--- src/inc/dpw_cfg.svh ---
/*
 * timing constants for the dual-port sram write host.
 * assumes a 20 MHz clock; times in ns, counts derived from them.
 */
`ifndef DPW_CFG_SVH
`define DPW_CFG_SVH
`define DPW_CLK_NS 50
// least times round up to whole cycles, never below one
`define DPW_CYC(t) ((((t) + `DPW_CLK_NS - 1) / `DPW_CLK_NS) < 1 ? 1 : (((t) + `DPW_CLK_NS - 1) / `DPW_CLK_NS))
`define DPW_T_EW_NS 12
`define DPW_T_WP_NS 12
`define DPW_T_WZ_NS 10
`define DPW_T_DW_NS 10
`define DPW_T_DH_NS 0
`define DPW_T_SWRD_NS 5
`define DPW_T_AS_NS 0
`define DPW_RD_CYC 2
`define DPW_ADDR_W 15
`define DPW_DATA_W 8
`define DPW_CNT_W 4
`endif

--- src/inc/dpw_pkg.sv ---
/*
 * types for the dual-port sram write host.
 * assumes dpw_cfg.svh is included before use of the timing macros.
 */
package dpw_pkg;
    typedef enum logic [2:0] {
        DPW_IDLE,
        DPW_SETUP,
        DPW_STROBE,
        DPW_HOLD,
        DPW_GAP,
        DPW_READ
    } dpw_state_e;
endpackage

--- src/rtl/dpw_host.sv ---
/*
 * host controller that writes the array or a semaphore flag of one port of
 * an asynchronous dual-port sram, and can read a flag back afterwards.
 * assumes the memory pins are wired to this module, and one port per instance.
 */
`timescale 1ns/10ps
`include "dpw_cfg.svh"

module dpw_host
    import dpw_pkg::*;
#(
    parameter int ADDR_W = `DPW_ADDR_W,
    parameter int DATA_W = `DPW_DATA_W
) (
    input wire logic clk_i,
    input wire logic srst_i,
    input wire logic req_i,
    input wire logic req_flag_i,
    input wire logic req_read_i,
    input wire logic [ADDR_W-1:0] req_addr_i,
    input wire logic [DATA_W-1:0] req_data_i,
    output logic ready_o,
    output logic done_o,
    output logic [DATA_W-1:0] rd_data_o,
    output logic chip_en_n_o,
    output logic flag_select_n_o,
    output logic write_n_o,
    output logic out_en_n_o,
    output logic [ADDR_W-1:0] addr_o,
    output logic [DATA_W-1:0] data_o,
    output logic data_oe_n_o,
    input wire logic [DATA_W-1:0] data_i
);
    // ************************************************************
    // timing counts
    // ************************************************************
    // the larger of two least times, used for both strobe terms
    function automatic int max_of(input int a, input int b);
        return (a > b) ? a : b;
    endfunction

    // output enable stays high, so the turnoff term is only a margin here
    localparam int STB_NS = max_of(`DPW_T_WZ_NS + `DPW_T_DW_NS, `DPW_T_WP_NS);
    localparam int STB_RAW = `DPW_CYC(STB_NS);
    localparam int EW_RAW = `DPW_CYC(`DPW_T_EW_NS);
    // enable and strobe share one counter, so the longer need sets both
    localparam int STB_C = max_of(STB_RAW, EW_RAW);
    localparam int GAP_C = `DPW_CYC(`DPW_T_SWRD_NS);
    localparam int RD_C = `DPW_RD_CYC;
    localparam logic [`DPW_CNT_W-1:0] STB_LAST = `DPW_CNT_W'(STB_C - 1);
    localparam logic [`DPW_CNT_W-1:0] GAP_LAST = `DPW_CNT_W'(GAP_C - 1);
    localparam logic [`DPW_CNT_W-1:0] RD_LAST = `DPW_CNT_W'(RD_C - 1);
    localparam logic [`DPW_CNT_W-1:0] CNT_ONE = `DPW_CNT_W'(1);

    // ************************************************************
    // state
    // ************************************************************
    dpw_state_e state, next_state;
    logic [`DPW_CNT_W-1:0] cnt, next_cnt;
    logic flag, next_flag;
    logic rd, next_rd;
    logic [ADDR_W-1:0] next_addr;
    logic [DATA_W-1:0] next_data, next_rd_data;
    logic next_done;

    // a request while busy is dropped, not queued; the caller waits for ready
    assign ready_o = (state == DPW_IDLE);

    // ************************************************************
    // sequencer
    // ************************************************************
    always_comb begin
        next_state = state;
        next_cnt = cnt;
        next_flag = flag;
        next_rd = rd;
        next_addr = addr_o;
        next_data = data_o;
        next_rd_data = rd_data_o;
        next_done = 1'b0;
        unique case (state)
            DPW_IDLE: begin
                if (req_i) begin
                    // address and data settle while strobe is high
                    next_addr = req_addr_i;
                    next_data = req_data_i;
                    next_flag = req_flag_i;
                    // read-back exists for flags only; array reads are not offered
                    next_rd = req_flag_i && req_read_i;
                    next_state = DPW_SETUP;
                end
            end
            DPW_SETUP: begin
                // one quiet cycle lets the address settle before the strobe falls
                next_cnt = '0;
                next_state = DPW_STROBE;
            end
            DPW_STROBE: begin
                // one counter times both enable width and strobe width
                next_cnt = cnt + CNT_ONE;
                if (cnt == STB_LAST) begin
                    next_state = DPW_HOLD;
                end
            end
            DPW_HOLD: begin
                // data stays one cycle after release, covering zero hold
                next_cnt = '0;
                if (rd) begin
                    next_state = DPW_GAP;
                end else begin
                    next_done = 1'b1;
                    next_state = DPW_IDLE;
                end
            end
            DPW_GAP: begin
                // all pins idle here, which is the flag write-to-read spacing
                next_cnt = cnt + CNT_ONE;
                if (cnt == GAP_LAST) begin
                    next_cnt = '0;
                    next_state = DPW_READ;
                end
            end
            DPW_READ: begin
                // value taken in the last read cycle, after a full cycle of drive
                next_cnt = cnt + CNT_ONE;
                if (cnt == RD_LAST) begin
                    next_rd_data = data_i;
                    next_done = 1'b1;
                    next_state = DPW_IDLE;
                end
            end
        endcase
    end

    // ************************************************************
    // sequencer registers
    // ************************************************************
    always_ff @(posedge clk_i) begin
        if (srst_i) begin
            state <= DPW_IDLE;
            cnt <= '0;
            flag <= 1'b0;
            rd <= 1'b0;
            addr_o <= '0;
            data_o <= '0;
            rd_data_o <= '0;
            done_o <= 1'b0;
        end else begin
            state <= next_state;
            cnt <= next_cnt;
            flag <= next_flag;
            rd <= next_rd;
            addr_o <= next_addr;
            data_o <= next_data;
            rd_data_o <= next_rd_data;
            done_o <= next_done;
        end
    end

    // ************************************************************
    // pin drive
    // ************************************************************
    // pin values follow the next state so they switch on the state's edge
    logic next_ce_n, next_fs_n, next_we_n, next_oe_n, next_doe_n;
    always_comb begin
        // on a write, enable and strobe fall together and rise together; a flag read drops flag select with no strobe
        next_ce_n = 1'b1;
        next_fs_n = 1'b1;
        next_we_n = 1'b1;
        next_oe_n = 1'b1;
        next_doe_n = 1'b1;
        unique case (next_state)
            DPW_STROBE: begin
                next_ce_n = next_flag;
                next_fs_n = ~next_flag;
                next_we_n = 1'b0;
                // host drives only while the device outputs are already off
                next_doe_n = 1'b0;
            end
            DPW_HOLD: begin
                next_doe_n = 1'b0;
            end
            DPW_READ: begin
                // chip enable stays high across the flag write and its read
                next_fs_n = 1'b0;
                next_oe_n = 1'b0;
            end
            default: begin
            end
        endcase
    end

    // registered pins, so no combinational glitch reaches the device strobes
    always_ff @(posedge clk_i) begin
        if (srst_i) begin
            // every enable released, so reset can never cause a stray write
            chip_en_n_o <= 1'b1;
            flag_select_n_o <= 1'b1;
            write_n_o <= 1'b1;
            out_en_n_o <= 1'b1;
            data_oe_n_o <= 1'b1;
        end else begin
            chip_en_n_o <= next_ce_n;
            flag_select_n_o <= next_fs_n;
            write_n_o <= next_we_n;
            out_en_n_o <= next_oe_n;
            data_oe_n_o <= next_doe_n;
        end
    end
endmodule // dpw_host

--- config.mk ---
export PLATFORM = sky130hd
export DESIGN_NAME = dpw_host
export DESIGN_NICKNAME = d
export VERILOG_FILES = /design/src/inc/dpw_pkg.sv /design/src/rtl/dpw_host.sv
export VERILOG_INCLUDE_DIRS = /design/src /design/src/inc
export SDC_FILE = /design/constraint.sdc
export NUM_CORES = 1
export LEC_CHECK = 0
export BUFFER_PORTS_ARGS = -buffer_cell sky130_fd_sc_hd__buf_2
export CORE_ASPECT_RATIO = 1.4
export CORE_MARGIN = 3
export CORE_UTILIZATION = 45
export CTS_CLUSTER_SIZE = 25
export DETAILED_ROUTE_END_ITERATION = 12
export PLACE_DENSITY_LB_ADDON = 0.08
export SYNTH_ARGS = -nofsm -noshare
export SYNTH_HDL_FRONTEND = slang
export SYNTH_SLANG_ARGS = --single-unit
--- constraint.sdc ---
create_clock -name clk_i -period 2.57 [get_ports clk_i]
set_input_delay 0 -clock clk_i [delete_from_list [all_inputs] [get_ports clk_i]]
set_output_delay 0 -clock clk_i [all_outputs]
set_load 0.03 [all_outputs]
Yosys cells after proc, flatten, opt, wreduce, memory -nomap -nowiden
Cells that the tools add are included.
W data, S select, Z words.
{"block": "totals", "regBits": 46, "input_bits": 36, "word_cells": 52}
{"block": "op_classes", "n_bitwise": 2, "n_eq_ne": 9, "reduce_logical": 10, "n_mux": 17, "add_sub_neg": 1}
{"operator": "$pmux W3 S6", "count": 1}
{"operator": "$mux W3", "count": 5}
{"operator": "$eq A3 B2 Y1 const B", "count": 4}
{"operator": "$pmux W4 S3", "count": 1}
{"operator": "$eq A3 B3 Y1 const B", "count": 3}
{"operator": "$reduce_or A2 Y1", "count": 4}
{"operator": "$mux W1", "count": 7}
{"operator": "$add A4 B1 Y4 const B", "count": 1}
{"operator": "$eq A4 B1 Y1 const B", "count": 1}
{"operator": "$logic_not A4 Y1", "count": 1}
{"operator": "$mux W4", "count": 1}
{"operator": "$pmux W1 S2", "count": 2}
{"operator": "$reduce_and A2 Y1", "count": 2}
{"operator": "$eq A3 B1 Y1 const B", "count": 1}
{"operator": "$logic_not A3 Y1", "count": 1}
{"operator": "$reduce_bool A3 Y1", "count": 1}
{"operator": "$not A1 Y1", "count": 2}
{"operator": "$logic_and A1 B1 Y1", "count": 1}

Depth between registers and ports, before layout
Gate-level depths: netlist of the first run.
{"block": "logic_depth", "depth_word": 6, "depth_mapped": 7, "ltp_nobuf": 6}

Worst setup path before layout of the first run
OpenSTA, ideal clock, no wires.
{"block": "synth_timing", "path_kind": "register to register", "start": "register state[0]", "end": "register chip_en_n_o", "setup_slack_ps": 972, "required_time_ps": 2435, "stages_incl_launch_ff": 7, "n_path_buf": 1, "arrival_time_ps": 1463, "path_cell_list": "dfxtp_1 > or3_4 > inv_2 > and2_1 > buf_6 > mux2i_1 > nand4_1"}
{"block": "synth_between", "elab_chain_len": 5}
{"element": "start, declared", "line": "dpw_host.sv:58", "source": "dpw_state_e state, next_state;"}
{"element": "start signal, assigned", "line": "dpw_host.sv:149", "source": "state <= next_state;"}
{"element": "$logic_not A3 Y1 *"}
{"element": "net ready_o", "line": "dpw_host.sv:22", "source": "output logic ready_o,"}
{"element": "$pmux W3 S6", "line": "dpw_host.sv:81", "source": "unique case (state)"}
{"element": "$eq A3 B2 Y1", "line": "dpw_host.sv:172", "source": "unique case (next_state)"}
{"element": "$not A1 Y1 (no source line)"}
{"element": "$reduce_or A2 Y1 (no source line)"}
{"element": "end signal, assigned", "line": "dpw_host.sv:203", "source": "chip_en_n_o <= next_ce_n;"}
{"element": "end, declared", "line": "dpw_host.sv:25", "source": "output logic chip_en_n_o,"}
Mark *: on every way through the listed nets, which the timed path passes. The rest lies on a longest branch.
A chain may end at the register's enable or synchronous reset.

Worst setup path after layout of the first run
{"block": "layout_timing", "start": "register state[0]", "end": "register rd"}
{"block": "layout_between", "elab_chain_len": 2}
{"element": "$logic_not A3 Y1", "line": "dpw_host.sv:81"}
{"element": "$reduce_and A2 Y1 (no source line)"}
{"element": "end signal, assigned", "line": "dpw_host.sv:152", "source": "rd <= next_rd;"}
{"element": "end, declared", "line": "dpw_host.sv:61", "source": "logic rd, next_rd;"}
Every way passes these cells.

==> impl_metrics.ini, run 1 <==
[outcome]
outcome = completed

[detailed_routing]
ant_nets = 0
avgRoutedWirePerCell_um = 12.5
drc = 0
drt_pass1_iterations = 4
totalWireLength_um = 4460
viasPerCell = 4.94
first_iter_violations = 104
vias = 1763

[clocking]
clock-root-buffer = clkbuf_8
numCtsBuffers = 5
cts_tree = built
htree_levels = 2
cts_sinks = 46
cts_setup_buffers = 0
cts_buffer_depth = 2
clk_pin_slew_ns = 0.08
clock_latency_ns = 0.29
holdBufCountCts = 33
ctsResizeCount = 0

[synth]
synth_edf_count = 0
syn_area_um2 = 1830
ys.flop_type = dfxtp_1
synth.distinct_cells = 33
synthAdderAreaFrac_pct = 2.05
yosysWarnings = 0
ys_seq_area_share_pct = 50.3
synth_top_family_by_area = simple AND/OR/NAND/NOR gates
synthesis.nets = 251
synth_compound_area_share_pct = 12.0
yosys.area_share.xor_xnor_pct = 2.39
avgSynthCellArea_um2 = 8.63
synth-simple-area-share_pct = 23.0
synth_mux_area_share_pct = 5.47
syn_inst = 212
synthArstFlopShare_pct = 0
yosys_register_bits = 46

[critical_path]
end_kind = flop
critPathMaxStageDelay_ns = 0.56
ff2ff_path_depth = 6
critPathArrivalTime_ns = 2.38
cp_top_family = simple AND/OR/NAND/NOR gates
cp_num_cells = 6
crit_path_max_fanout = 13
start_kind = flop
slowest_stage = dlygate4sd3_1
crit_required_ns = 2.79
worstPathCellList = or3_4 -> inv_2 -> and2_1 -> nand3_1 -> dlygate4sd3_1 -> a21oi_1
r2r_setup_slack_ns = 0.41
worstSetupPathType = reg2reg
crit_buf_inv = 2

[sta]
clock_skew_ns = 0.00216
finalSetupViolations = 0
layout_min_cycle_time_ns = 2.16
tns_ns = 0
tightest_slew_ns = 0.735
drv_slew = 0
relSlewSlack_pct = 50.4
finalHoldViolations = 0
max_freq_ghz = 0.463
period_share_pct = 84.0
rsz0062_at_grt = no

[layout]
drive_gt1_share_pct = 27.3
final_cells = 357
final_cell_area_um2 = 2600
fill_cells = 314
regArea_um2 = 921
area_growth_pct = 42.1
multiInputGateArea_um2 = 822
nNetsFinal = 353
antenna_cells = 0

[pwr]
combPwrFrac_pct = 34.9
power_switching_uw = 770
power.internal_uw = 1270
swShare_pct = 37.8
powerDensity_nw_per_um2 = 783
vdd_drop_max_uv = 541
seqPwrFrac_pct = 44.1
pwr-share-clk_pct = 21.0
p_leak_uw = 0.00122

[floorplanning]
die-area_um2 = 4880
rows = 26
placeableCoreArea_um2 = 3770
initial_utilization_pct = 48.5
ios = 74
die_w_um = 59.9
die_h_um = 81.4

[placement]
hpwl_um = 2890
placed_cells = 316
detailed_place.area_um2 = 2180
globalplace.congestion = 0.837
portBuffers = 73

[job]
maxCapViolCount = 0

[min_path]
hp-class = in2reg
hold_depth = 4

[global_route]
grt_pass1_wl_um = 7200
grt_max_degree = 39
grt-ovfl-total = 0
grt_pass1_vias = 1654
antenna_found_initial = 0
grt.total_usage_pct = 19.2
-- cell usage in the layout, fill, tap and decap left out, types with 2 or more instances in the layout --
cell and instances:
ha_1 3, dfxtp_1 46, nand3_1 3, mux2i_1 10, inv_1 3, and2_1 2
nor3b_1 2, dlygate4sd3_1 33, nor2_1 18, xor2_1 2, nand2_1 55, a21oi_1 31
clkbuf_8 5, xnor2_1 3, buf_2 73, nand4_1 2, nand2b_1 4
-- tightest hold or removal path: stages --
cell	delay, ns
buf_2	0.13
nor2_1	0.08
a21oi_1	0.09
o31a_1	0.10
-- cells in the mapped netlist, types with 2 or more instances --
| cell | instances | area [µm²] |
|---|---|---|
| ha_1 | 3 | 37.5 |
| inv_1 | 3 | 11.3 |
| and2_1 | 2 | 12.5 |
| buf_6 | 3 | 33.8 |
| dfxtp_1 | 46 | 921 |
| nand3_1 | 3 | 15.0 |
| a21oi_1 | 31 | 155 |
| nand2_1 | 55 | 206 |
| nand4_1 | 2 | 12.5 |
| clkbuf_1 | 6 | 22.5 |
| xor2_1 | 2 | 17.5 |
| nor3b_1 | 2 | 15.0 |
| buf_2 | 3 | 15.0 |
| xnor2_1 | 3 | 26.3 |
| nor2_1 | 18 | 67.6 |
| mux2i_1 | 10 | 100 |
| nand2b_1 | 4 | 25.0 |
-- area by class of cell --
| type | instances | share of cell area [%] |
|---|---|---|
| Clock buffer | 6 | 2.79 |
| Inverter | 4 | 0.577 |
| Timing Repair Buffer | 107 | 27.0 |
| Sequential cell | 46 | 35.4 |
| Tap cell | 42 | 2.02 |
| Multi-Input combinational cell | 150 | 31.6 |
| Clock inverter | 2 | 0.529 |
-- worst paths after layout --
| path | start | to |
|---|---|---|
| hold reg to reg | data_o[5] | data_o[5] |
| hold / removal | req_i | state[0] |
| setup reg to reg | state[0] | rd |
| setup / recovery | state[0] | rd |
-- metrics by stage --
step	total power [µW]	util (%)	worst slack, ns	hold WS [ns]
2_1_floorplan	1440	-	0.972	0.136
3_3_place_gp	1580	57.9	0.725	0.230
3_5_place_dp	1590	57.9	0.684	0.239
4_1_cts	2060	68.9	0.408	0.144
5_1_grt	2170	68.9	0.280	0.227
6_report	2040	68.9	0.412	0.156
-- registers in the layout, indices dropped and copies added (netlist names) --
name,count
cnt,4
write_n_o,1
done_o,1
rd_data_o,8
data_o,8
chip_en_n_o,1
addr_o,15
flag,1
flag_select_n_o,1
state,3
rd,1
data_oe_n_o,1
out_en_n_o,1
-- cells by family after synthesis --
| kind of cell | count (synthesis) |
|---|---|
| simple gates | 93 |
| fa+ha+maj | 3 |
| flops | 46 |
| xor+xnor | 5 |
| mux | 10 |
| compound gates | 39 |
| buf+inv | 16 |
-- power groups by stage --
stage | registers (µW) | logic, µW | clock network (µW)
floorplan | 1030 | 408 | 0
global placement | 912 | 671 | 0
detailed placement | 913 | 674 | 0
CTS | 896 | 718 | 441
global route | 912 | 792 | 466
finish | 898 | 711 | 427
-- layer usage --
| metal | vias up | wire (µm) | track usage [%] |
|---|---|---|---|
| met4 | 0 | 112 | 7.76 |
| met1 | 784 | 1760 | 20.8 |
| met2 | 57 | 2320 | 34.4 |
| met3 | 13 | 263 | 4.87 |
| met5 | - | 0 | 0 |
| li1 | 909 | - | - |
(Power assumes the default switching activity.)
==> run 2: changes to the inputs <==
clock period = 2.12 ns   (was 2.57 ns; I/O delays follow)
==> run 2 against run 1 <==
Compared with the run above: critical path depth is 1 higher; power up 30%; clock power increased by 52%; sequential share of layout area decreased by 0.83 points.
==> impl_metrics.ini, run 2 (same netlist as run 1, synthesis figures left out) <==
[sta]
finalHoldViolations = 0
clock_skew_ns = 0.00580
whs_ns = 0.0693
tns_ns = 0
rsz0062_at_grt = no
finalSetupViolations = 0
period_share_pct = 93.1
relSlewSlack_pct = 56.0
fin_ws_ns = 0.147
max_freq_ghz = 0.507
tightest_slew_ns = 0.650
drv_slew = 0
layout_min_cycle_time_ns = 1.97

[layout]
nNetsFinal = 358
antenna_cells = 0
largest_register_ffs = 15
fill_cells = 303
drive_gt1_share_pct = 29.4
final_cell_area_um2 = 2670
top_register = addr_o
mostFrequentLayoutCell = buf_2
final_cells = 362
area_growth_pct = 45.8
final_cell_mix = 73 x buf_2, 55 x nand2_1, 45 x dfxtp_1
reg_top3 = addr_o (15), data_o (8), rd_data_o (8)

[detailed_routing]
drc = 0
totalWireLength_um = 4660
first_iter_violations = 79
ant_nets = 0
drt_pass1_iterations = 4
viasPerCell = 4.95
vias = 1791
avgRoutedWirePerCell_um = 12.9

[pwr]
power.internal_uw = 1690
p_leak_uw = 0.00127
swShare_pct = 36.2
powerDensity_nw_per_um2 = 993
vdd_drop_max_uv = 732
pwr-share-clk_pct = 24.5
seqPwrFrac_pct = 39.5
combPwrFrac_pct = 35.9
power_switching_uw = 957

[global_route]
grt-ovfl-total = 0
grt_max_degree = 25
grt_pass1_wl_um = 7330
grt.total_usage_pct = 19.7
antenna_found_initial = 0
grt_pass1_vias = 1758

[clocking]
clk_pin_slew_ns = 0.09
clock-root-buffer = clkbuf_8
clock_latency_ns = 0.30
numCtsBuffers = 5
cts_buffer_depth = 2
cts_tree = built
cts_sinks = 46
htree_levels = 2

[min_path]
hp-class = in2reg

[outcome]
outcome = completed

[placement]
portBuffers = 73
globalplace.congestion = 0.819
placed_cells = 321
preCtsSetupSlack_ns = 0.319
hpwl_um = 3010
detailed_place.area_um2 = 2220

[floorplanning]
ios = 74
placeableCoreArea_um2 = 3770
die_w_um = 59.9
rows = 26
initial_utilization_pct = 48.5
die-area_um2 = 4880
die_h_um = 81.4

[critical_path]
start_kind = flop
end_kind = flop
critPathArrivalTime_ns = 2.16
crit_path_max_fanout = 24
worstSetupPathType = reg2reg
r2r_setup_slack_ns = 0.15
crit_required_ns = 2.31

[job]
maxCapViolCount = 0
## run 2: cell types whose count changed in the layout (fill, tap and decap cells not counted), sizes merged
| cell | delta |
|---|---|
| buf | +5 |
| bufinv | +1 |
| clkbuf | -1 |
| clkinv | -1 |
| inv | +1 |
## run 2: final cells by class
cell class	count	area, µm²	area share [%]
flip-flops and latches	46	922	34.6
multi-input cells	150	823	30.9
repair buffers	112	741	27.8
clock buffers	5	68.8	2.58
well taps	42	52.6	1.97
clock inverters	3	43.8	1.64
inverters	4	15.0	0.563
## run 2: worst paths after layout
| kind | endpoint | cells after the start | start |
|---|---|---|---|
| hold reg to reg | addr_o[8] | 2 | addr_o[8] |
| setup reg to reg | rd | 7 | state[2] |
| setup / recovery | rd | 7 | state[2] |
| hold / removal | state[2] | 2 | srst_i |
## run 2: through the flow
stage,total power [µW],utilization (%)
2_1_floorplan,1740,-
3_3_place_gp,1960,58.9
3_5_place_dp,1970,58.9
6_report,2650,70.7
5_1_grt,2810,70.7
4_1_cts,2670,70.6
## run 2: power by group through the flow
stage / logic [µW] / clock network [µW] / registers (µW)
floorplan: 495 / 0 / 1250
global placement: 894 / 0 / 1060
detailed placement: 905 / 0 / 1070
CTS: 955 / 666 / 1050
global route: 1040 / 701 / 1060
finish: 951 / 650 / 1050
## run 2: layer usage
layer  vias up  global-route usage (%)  part of all wire (%)
li1        915                       -                     -
met1       802                    19.6                    37
met2        61                    36.3                    53
met3        13                    5.19                   6.5
met4         0                    10.2                   3.0
met5         -                       0                     0
## run 2: what timing repair did
item                                    4_1_cts  5_1_grt
buffers inserted                              0        0
hold buffers                                 33        0
endpoints found under the hold margin        32        0
gates resized for setup                       0        2
endpoints found under the setup margin        0        1
## run 2: worst max-delay path, cell delays in order, from the launching register on
cell           delay [ns]
dfxtp_2              0.38
or3_4                0.43
inv_2                0.09
nand2_1              0.05
buf_4                0.21
nand2_1              0.09
a21oi_1              0.05
dlygate4sd3_1        0.55
